**src/verilog/rss_pkg.sv**
```systemverilog
// package: constants for the reset source sequencer
package rss_pkg;
	// clock and timing
	localparam int CLK_MHZ = 125;
	localparam int PIN_MIN_NS = 800;
	localparam int PIN_MIN_CYC = (PIN_MIN_NS * CLK_MHZ + 999) / 1000;
	// timeout choices in clock cycles, indexed by start-up/clock-source select
	localparam logic [15:0] TOUT_SEL0 = 16'h0004;
	localparam logic [15:0] TOUT_SEL1 = 16'h0040;
	localparam logic [15:0] TOUT_SEL2 = 16'h0400;
	localparam logic [15:0] TOUT_SEL3 = 16'h1000;
	// brown-out level select codes
	localparam logic [1:0] BRN_OFF = 2'h3;
	// register byte offsets
	localparam logic [3:0] OFF_CAUSE = 4'h0;
	localparam logic [3:0] OFF_IRQ = 4'h4;
	localparam logic [3:0] OFF_MASK = 4'h8;
	localparam logic [3:0] OFF_CFG = 4'hc;
	// cause bit positions
	localparam int CB_POR = 0;
	localparam int CB_EXT = 1;
	localparam int CB_BRN = 2;
	localparam int CB_WDT = 3;
	localparam int CB_TST = 4;
	localparam logic [4:0] CAUSE_RST = 5'h00;
	localparam logic [4:0] MASK_RST = 5'h00;
	localparam logic [3:0] CFG_RST = 4'h0;
	localparam logic [1:0] AXI_OKAY = 2'h0;
	localparam logic [1:0] AXI_SLVERR = 2'h2;
	typedef enum logic [1:0] {ST_HOLD = 2'b00, ST_COUNT = 2'b01, ST_RUN = 2'b11} rss_state_type;
endpackage

```
**src/verilog/rss_regs.sv**
```systemverilog
// interface and register file for the reset source sequencer
`timescale 1ns/1ps
`default_nettype none
interface rss_reg_if;
	logic [4:0] causeSet;
	logic [4:0] cause;
	logic causeClrPor;
	logic [3:0] cfg;
	logic irq;
	modport regs(input causeSet, output cause, output causeClrPor, output cfg, output irq);
	modport core(output causeSet, input cause, input causeClrPor, input cfg, input irq);
endinterface

module rss_regs (
	// clock and reset
	input wire logic clk,
	input wire logic nrst,
	input wire logic porActive,
	// axi4-lite slave
	input wire logic [3:0] awaddr,
	input wire logic awvalid,
	output logic awready,
	input wire logic [31:0] wdata,
	input wire logic [3:0] wstrb,
	input wire logic wvalid,
	output logic wready,
	output logic [1:0] bresp,
	output logic bvalid,
	input wire logic bready,
	input wire logic [3:0] araddr,
	input wire logic arvalid,
	output logic arready,
	output logic [31:0] rdata,
	output logic [1:0] rresp,
	output logic rvalid,
	input wire logic rready,
	// core side
	rss_reg_if.regs rif
);
	logic [3:0] awAddr_r;
	logic awHave_r;
	logic [31:0] wData_r;
	logic [3:0] wStrb_r;
	logic wHave_r;
	logic [4:0] cause_r;
	logic [4:0] pend_r;
	logic [4:0] mask_r;
	logic [3:0] cfg_r;
	wire doWrite = awHave_r && wHave_r && !bvalid;
	wire doRead = arvalid && arready;
	wire wrCause = doWrite && awAddr_r == rss_pkg::OFF_CAUSE && wStrb_r[0];
	wire wrMask = doWrite && awAddr_r == rss_pkg::OFF_MASK && wStrb_r[0];
	wire wrCfg = doWrite && awAddr_r == rss_pkg::OFF_CFG && wStrb_r[0];
	wire wrKnown = awAddr_r == rss_pkg::OFF_CAUSE || awAddr_r == rss_pkg::OFF_MASK ||
		awAddr_r == rss_pkg::OFF_CFG || awAddr_r == rss_pkg::OFF_IRQ;
	wire rdIrq = doRead && araddr == rss_pkg::OFF_IRQ;
	wire rdKnown = araddr == rss_pkg::OFF_CAUSE || araddr == rss_pkg::OFF_MASK ||
		araddr == rss_pkg::OFF_CFG || araddr == rss_pkg::OFF_IRQ;
	// written zeros clear cause flags; power-on clears the others
	wire [4:0] causeKeep = wrCause ? (cause_r & wData_r[4:0]) : cause_r;
	wire [4:0] porClr = porActive ? 5'h1e : 5'h00;
	assign awready = !awHave_r;
	assign wready = !wHave_r;
	assign arready = !rvalid;
	assign rif.cause = cause_r;
	assign rif.cfg = cfg_r;
	assign rif.irq = |(pend_r & mask_r);
	assign rif.causeClrPor = wrCause && !wData_r[rss_pkg::CB_POR];
	// ************
	// bus handshakes
	// ************
	always_ff @(posedge clk) begin
		if (!nrst) begin
			awHave_r <= 1'b0;
			wHave_r <= 1'b0;
			bvalid <= 1'b0;
			rvalid <= 1'b0;
			awAddr_r <= 4'h0;
			wData_r <= 32'h00000000;
			wStrb_r <= 4'h0;
			bresp <= rss_pkg::AXI_OKAY;
			rresp <= rss_pkg::AXI_OKAY;
			rdata <= 32'h00000000;
		end else begin
			if (awvalid && awready) begin
				awHave_r <= 1'b1;
				awAddr_r <= awaddr;
			end
			if (wvalid && wready) begin
				wHave_r <= 1'b1;
				wData_r <= wdata;
				wStrb_r <= wstrb;
			end
			if (doWrite) begin
				awHave_r <= 1'b0;
				wHave_r <= 1'b0;
				bvalid <= 1'b1;
				bresp <= wrKnown ? rss_pkg::AXI_OKAY : rss_pkg::AXI_SLVERR;
			end else if (bvalid && bready) begin
				bvalid <= 1'b0;
			end
			if (doRead) begin
				rvalid <= 1'b1;
				rresp <= rdKnown ? rss_pkg::AXI_OKAY : rss_pkg::AXI_SLVERR;
				case (araddr)
					rss_pkg::OFF_CAUSE: rdata <= {27'h0, cause_r};
					rss_pkg::OFF_IRQ: rdata <= {27'h0, pend_r};
					rss_pkg::OFF_MASK: rdata <= {27'h0, mask_r};
					rss_pkg::OFF_CFG: rdata <= {28'h0, cfg_r};
					default: rdata <= 32'h00000000;
				endcase
			end else if (rvalid && rready) begin
				rvalid <= 1'b0;
			end
		end
	end
	// ************
	// registers
	// ************
	always_ff @(posedge clk) begin
		if (!nrst) begin
			mask_r <= rss_pkg::MASK_RST;
			cfg_r <= rss_pkg::CFG_RST;
			pend_r <= 5'h00;
		end else begin
			if (wrMask) begin
				mask_r <= wData_r[4:0];
			end
			if (wrCfg) begin
				cfg_r <= wData_r[3:0];
			end
			// a read of the irq register clears; a new event in the same cycle survives
			pend_r <= (rdIrq ? 5'h00 : pend_r) | rif.causeSet;
		end
	end
	// cause flags live through the core reset; set wins over clear
	always_ff @(posedge clk) begin
		cause_r <= (causeKeep & ~porClr) | rif.causeSet;
	end
endmodule
`default_nettype wire

```
**src/verilog/rss_top.sv**
```systemverilog
// top level of the reset source sequencer
`timescale 1ns/1ps
`default_nettype none
module rss_top (
	// clock and reset of the register side and the delay sequencer; the synchronisers take the clock only
	input wire logic clk,
	input wire logic nrst,
	// detectors and sources
	input wire logic powerOnLow,
	input wire logic pinResetN,
	input wire logic watchdogExpire,
	input wire logic watchdogEnable,
	input wire logic [1:0] brownoutCompare,
	input wire logic testResetBit,
	// nonvolatile configuration
	input wire logic [1:0] brownoutLevelSelect,
	input wire logic [1:0] startupTimeSelect,
	input wire logic [1:0] clockSourceSelect,
	// reset outputs
	output logic coreResetN,
	output logic portResetN,
	output logic [1:0] brownoutThresholdSel,
	output logic irq,
	// axi4-lite slave
	input wire logic [3:0] awaddr,
	input wire logic awvalid,
	output logic awready,
	input wire logic [31:0] wdata,
	input wire logic [3:0] wstrb,
	input wire logic wvalid,
	output logic wready,
	output logic [1:0] bresp,
	output logic bvalid,
	input wire logic bready,
	input wire logic [3:0] araddr,
	input wire logic arvalid,
	output logic arready,
	output logic [31:0] rdata,
	output logic [1:0] rresp,
	output logic rvalid,
	input wire logic rready
);
	rss_reg_if rif();
	rss_pkg::rss_state_type state_r;
	rss_pkg::rss_state_type state_nxt;
	logic [1:0] porSync_r;
	logic [1:0] pinSync_r;
	logic [1:0] wdtSync_r;
	logic [1:0] wdtEnSync_r;
	logic [1:0] brnSync_r;
	logic [1:0] tstSync_r;
	logic wdtPrev_r;
	logic [15:0] pinLowCnt_r;
	logic pinQual_r;
	logic pinPrev_r;
	logic [15:0] delay_r;
	logic [15:0] delay_nxt;
	logic [15:0] tout;
	logic wdtPulse;
	logic brnEnabled;
	logic anySource;
	logic [4:0] causeNow;

	function automatic logic [15:0] pickTimeout(input logic [3:0] sel);
		case (sel[1:0] ^ sel[3:2])
			2'h0: pickTimeout = rss_pkg::TOUT_SEL0;
			2'h1: pickTimeout = rss_pkg::TOUT_SEL1;
			2'h2: pickTimeout = rss_pkg::TOUT_SEL2;
			default: pickTimeout = rss_pkg::TOUT_SEL3;
		endcase
	endfunction

	// ************
	// input synchronisers
	// ************
	always_ff @(posedge clk) begin
		porSync_r <= {porSync_r[0], powerOnLow};
		pinSync_r <= {pinSync_r[0], pinResetN};
		wdtSync_r <= {wdtSync_r[0], watchdogExpire};
		wdtEnSync_r <= {wdtEnSync_r[0], watchdogEnable};
		brnSync_r <= {brnSync_r[0], brownoutCompare[0]};
		tstSync_r <= {tstSync_r[0], testResetBit};
	end

	// ************
	// source qualification
	// ************
	assign brnEnabled = brownoutLevelSelect != rss_pkg::BRN_OFF;
	assign brownoutThresholdSel = brownoutLevelSelect;
	// detector flags below the selected level; ignored when disabled
	wire brnLow = brnSync_r[1] && brnEnabled;
	// single-cycle pulse on the rising edge of expiry, enable-gated
	assign wdtPulse = wdtSync_r[1] && !wdtPrev_r && wdtEnSync_r[1];
	wire pinLow = !pinSync_r[1];
	wire pinRise = pinSync_r[1] && !pinPrev_r;
	assign anySource = porSync_r[1] || pinQual_r || wdtPulse || brnLow || tstSync_r[1];
	assign causeNow = {tstSync_r[1], wdtPulse, brnLow, pinQual_r, porSync_r[1]};
	assign tout = pickTimeout({startupTimeSelect, clockSourceSelect});

	// pin low must outlast the minimum width before it counts
	always_ff @(posedge clk) begin
		if (!nrst) begin
			pinLowCnt_r <= 16'h0000;
			pinQual_r <= 1'b0;
			pinPrev_r <= 1'b1;
			wdtPrev_r <= 1'b0;
		end else begin
			pinPrev_r <= pinSync_r[1];
			wdtPrev_r <= wdtSync_r[1];
			if (!pinLow) begin
				pinLowCnt_r <= 16'h0000;
				pinQual_r <= 1'b0;
			end else if (pinLowCnt_r >= 16'(rss_pkg::PIN_MIN_CYC)) begin
				pinQual_r <= 1'b1;
			end else begin
				pinLowCnt_r <= pinLowCnt_r + 16'h0001;
			end
		end
	end

	// ************
	// delay sequencer
	// ************
	always_comb begin
		state_nxt = state_r;
		delay_nxt = delay_r;
		case (state_r)
			rss_pkg::ST_HOLD: begin
				delay_nxt = 16'h0000;
				if (!anySource || pinRise) begin
					state_nxt = rss_pkg::ST_COUNT;
				end
			end
			rss_pkg::ST_COUNT: begin
				if (anySource) begin
					state_nxt = rss_pkg::ST_HOLD;
				end else if (delay_r + 16'h0001 >= tout) begin
					state_nxt = rss_pkg::ST_RUN;
				end else begin
					delay_nxt = delay_r + 16'h0001;
				end
			end
			rss_pkg::ST_RUN: begin
				if (anySource) begin
					state_nxt = rss_pkg::ST_HOLD;
				end
			end
			default: state_nxt = rss_pkg::ST_HOLD;
		endcase
	end

	always_ff @(posedge clk) begin
		if (!nrst) begin
			state_r <= rss_pkg::ST_HOLD;
			delay_r <= 16'h0000;
		end else begin
			state_r <= state_nxt;
			delay_r <= delay_nxt;
		end
	end

	// ************
	// reset outputs
	// ************
	// raw power-on, test and pin levels gate the outputs so they act with no
	// clock; the second sync stage bridges the gap until the sequencer leaves
	// run. limitation: a source pulse shorter than one clock may skip the stretch
	// ports follow the raw pin at once; the core waits for the filtered pin, so a
	// short pin glitch may reset the ports alone
	assign coreResetN = (state_r == rss_pkg::ST_RUN) && !powerOnLow && !testResetBit &&
		!porSync_r[1] && !tstSync_r[1];
	assign portResetN = coreResetN && pinResetN;
	assign rif.causeSet = causeNow;
	assign irq = rif.irq;

	rss_regs regs (
		.clk(clk),
		.nrst(nrst),
		.porActive(porSync_r[1]),
		.awaddr(awaddr),
		.awvalid(awvalid),
		.awready(awready),
		.wdata(wdata),
		.wstrb(wstrb),
		.wvalid(wvalid),
		.wready(wready),
		.bresp(bresp),
		.bvalid(bvalid),
		.bready(bready),
		.araddr(araddr),
		.arvalid(arvalid),
		.arready(arready),
		.rdata(rdata),
		.rresp(rresp),
		.rvalid(rvalid),
		.rready(rready),
		.rif(rif)
	);
endmodule
`default_nettype wire

```
**config.mk**
```make
export PLATFORM = sky130hd
export DESIGN_NAME = rss_top
export DESIGN_NICKNAME = d
export VERILOG_FILES = /design/src/verilog/rss_pkg.sv /design/src/verilog/rss_regs.sv /design/src/verilog/rss_top.sv
export SDC_FILE = /design/constraint.sdc
export NUM_CORES = 1
export LEC_CHECK = 0
export ABC_AREA = 0
export BUFFER_PORTS_ARGS = -buffer_cell sky130_fd_sc_hd__buf_2
export CAP_MARGIN = 20
export CORE_MARGIN = 2
export CORE_UTILIZATION = 52
export CTS_BUF_LIST = sky130_fd_sc_hd__clkbuf_16
export DETAILED_ROUTE_END_ITERATION = 8
export PLACE_DENSITY = 0.9
export SYNTH_ARGS = -nofsm -noshare
export SYNTH_HDL_FRONTEND = slang
export SYNTH_SLANG_ARGS = --single-unit
```
**constraint.sdc**
```tcl
create_clock -name clk -period 3.8 [get_ports clk]
set_input_delay 0.76 -clock clk [delete_from_list [all_inputs] [get_ports clk]]
set_output_delay 0.76 -clock clk [all_outputs]
set_load 0.02 [all_outputs]
```
==> impl_metrics.py <==
metrics = {
    "timing": {
        "fmax_ghz": 0.284,
        "final-hold-violation-count": 0,
        "relSlewSlack_pct": 46.0,
        "period_needed_ps": 3520,
        "maxSlewViolCount": 0,
        "skew_ps": 9.24,
        "setup_viol_count_final": 0,
        "period_share_pct": 92.7,
        "worst_pin_slew_ps": 808,
        "setup_ws_ps": 276,
        "rsz0062_at_grt": "false",
        "setup_tns_ps": 0,
    },
    "synthesis": {
        "async_reset_ff_share_pct": 0,
        "ys_warn_count": 0,
        "ys_seq_area_share_pct": 44.1,
        "syn_area_per_cell_sq_um": 9.19,
        "yosysMostFrequentCell": "dfxtp_1",
        "synth_edf_count": 0,
        "yosysTopAreaCell": "dfxtp_1",
        "synthTopCellsByCount": "dfxtp_1, nor2_1, buf_4",
        "synthTopCellsByArea": "dfxtp_1, mux2i_1, buf_4, nor2_1, ha_1",
        "syn_area_sq_um": 4040,
        "synth_top_flop_cell": "dfxtp_1",
        "syn-instance-count": 440,
        "synth_top_cell_area_share_pct": 44.1,
        "synth_seq_cells": 89,
        "synthDistinctLibCells": 55,
    },
    "clocking": {
        "cts_made_buffers": 9,
        "cts_max_level": 3,
        "clockRootBuffer": "clkbuf_16",
        "path_clk_slew_ps": 70,
        "cts_max_path_buffers": 2,
        "insertion_delay_ps": 340,
        "postCtsSetupBuffers": 0,
        "clock-sinks": 89,
        "cts_tree": "done",
    },
    "routing": {
        "wirelength_mm": 8.17,
        "routed-via-count": 3207,
        "antenna_left": 0,
        "wl_per_cell_microns": 13.8,
        "viasPerCell": 5.42,
        "initialDrtViolationCount": 153,
        "drc": 0,
        "dr.pass1.iters": 4,
    },
    "global_routing": {
        "grt_pass1_wl_mm": 13.6,
        "grt_max_degree": 27,
        "gr-total-overflow": 0,
        "grt_pass1_vias": 3002,
        "grt_util_all_layers_pct": 20.1,
        "antenna_found_initial": 0,
    },
    "final_layout": {
        "antennaDiodeCount": 0,
        "seq_area_sq_um": 1780,
        "final_nets": 557,
        "final_cell_count_no_fill": 592,
        "area_growth_pct": 13.4,
        "fillCellCount": 665,
        "drive_above_1_share_pct": 17.8,
        "multi_input_area_sq_um": 2000,
    },
    "floorplan": {
        "pin_count": 110,
        "die_w_microns": 92.2,
        "die-area_sq_um": 8500,
        "fp.dieH_microns": 92.2,
        "num_rows": 32,
        "core_sq_um": 7650,
        "floorplan.initialDensity_pct": 52.9,
    },
    "pwr": {
        "power.density_nw_per_um2": 452,
        "p_total_mw": 2.07,
        "internal_power_mw": 1.59,
        "p_leak_nw": 1.88,
        "seqPwrFrac_pct": 47.4,
        "clockPowerShare_pct": 45.1,
        "switching_share_pct": 23.2,
        "vdd.ir_drop.worst_mv": 0.257,
        "p_comb_share_pct": 7.6,
        "switching_power_mw": 0.481,
    },
    "place": {
        "gp_congestion": 0.872,
        "hpwlAfterDp_mm": 5.82,
        "dpl.cell_count": 576,
        "io_buffers": 49,
        "dpl_worst_slack_ps": 247,
    },
    "job": {
        "maxCapViolCount": 0,
    },
    "critical_path": {
        "start_kind": "flip-flop",
        "cp_max_fo": 13,
        "cp_data_required_time_ps": 4060,
        "setup.worst_path.class": "reg -> reg",
        "arrival_ps": 3790,
        "end_kind": "flip-flop",
    },
    "status": {
        "outcome": "finished clean",
    },
    "worst_hold_path": {
        "hold_path.class": "reg -> reg",
    },
}
## final cells by class
cell class	instances	area share [%]
clock inverter	7	2.05
tap	102	2.78
clock buffer	9	4.91
timing repair buffer	56	6.50
inverter	15	1.23
sequential	89	38.9
multi-input combinational	314	43.7
## state kept, by name, indices dropped and copies added (netlist names), 2 cells and up
name	count
regs.rif.cfg	4
delay_r	16
regs.rif.cause	5
brnSync_r	2
porSync_r	2
pinSync_r	2
wdtSync_r	2
wdtEnSync_r	2
regs.rdata	5
regs.pend_r	5
tstSync_r	2
pinLowCnt_r	16
state_r	2
regs.awAddr_r	4
regs.wData_r	5
regs.mask_r	5
## cell families (layout without fill, tap and decap cells)
family	count (synthesis)	after routing	synth area share, %
muxes	28	28	8.17
and+or+nand+nor	172	172	21.8
AOI/OAI and AO/OA	66	66	11.9
adders and majority gates	8	8	2.48
DFF	89	89	44.1
buffers and inverters	65	87	9.19
other	1	29	0.0928
xor gates and xnor gates	11	11	2.38
## placed cells by master, fill, tap and decap left out, types with 3 or more instances in the layout
cell type  count
nor4_1         4
a21oi_1       10
clkbuf_16      9
ha_1           8
buf_2         49
mux2i_1       24
inv_1         14
o2111ai_1      5
a211oi_1       4
and2_1        14
and4_1         3
nand3_1       16
nand2_1       25
or3_1          8
nand2b_1       5
xnor2_1        6
mux4_2         4
nor2_1        58
buf_4          7
or4_1          7
conb_1        29
a31oi_1        6
xor2_1         5
nor2b_1        7
a22oi_1        6
o211ai_1       8
dfxtp_1       89
nand4_1        6
o311ai_0       3
nor3_1         5
o21ai_0       11
## worst max-delay path: stages, from the launching register on
cell	delay [ps]
dfxtp_1	440
ha_1	210
nand4_1	140
or3_1	400
nor2_1	180
xor2_1	100
ha_1	220
nor3b_1	190
nand4_1	140
mux2i_1	220
o211ai_2	170
or2_4	350
or4_1	510
a31oi_1	170
## power groups by stage
stage,Clock (mW),Sequential [mW],Combinational [mW]
after floorplan,0,0.999,0.134
after global placement,0,1.00,0.150
after detailed placement,0,1.00,0.155
after CTS,0.952,0.981,0.156
after global routing,0.995,0.985,0.174
final,0.934,0.982,0.157
## per-layer routing
metal | vias to the layer above | global-route usage (%) | wire [microns]
li1 | 1579 | - | -
met5 | - | 0 | 0
met3 | 14 | 5.01 | 595
met2 | 127 | 32.8 | 3820
met1 | 1487 | 25.7 | 3640
met4 | 0 | 7.96 | 115
## metrics by stage
| step | util (%) | cell area, sq um | hold WS, ps |
|---|---|---|---|
| 2_1_floorplan | - | 4150 | 310 |
| 3_3_place_gp | 55.7 | 4260 | 310 |
| 3_5_place_dp | 55.7 | 4260 | 312 |
| 4_1_cts | 59.8 | 4580 | 327 |
| 5_1_grt | 59.9 | 4580 | 331 |
| 6_report | 59.9 | 4580 | 325 |
## worst paths after layout
kind	from	end	slack, ps	cells past startpoint
worst max-delay path	delay_r[0]	delay_r[9]	280	13
worst max register to register	delay_r[0]	delay_r[9]	280	13
worst min-delay path	wdtSync_r[0]	wdtSync_r[1]	330	0
worst min register to register	wdtSync_r[0]	wdtSync_r[1]	330	0
## timing repair
item	in CTS	in global routing
hold buffers	0	0
endpoints found under the setup margin	0	4
resized for setup	0	2
Note: power is estimated with default switching activity, not from simulation.
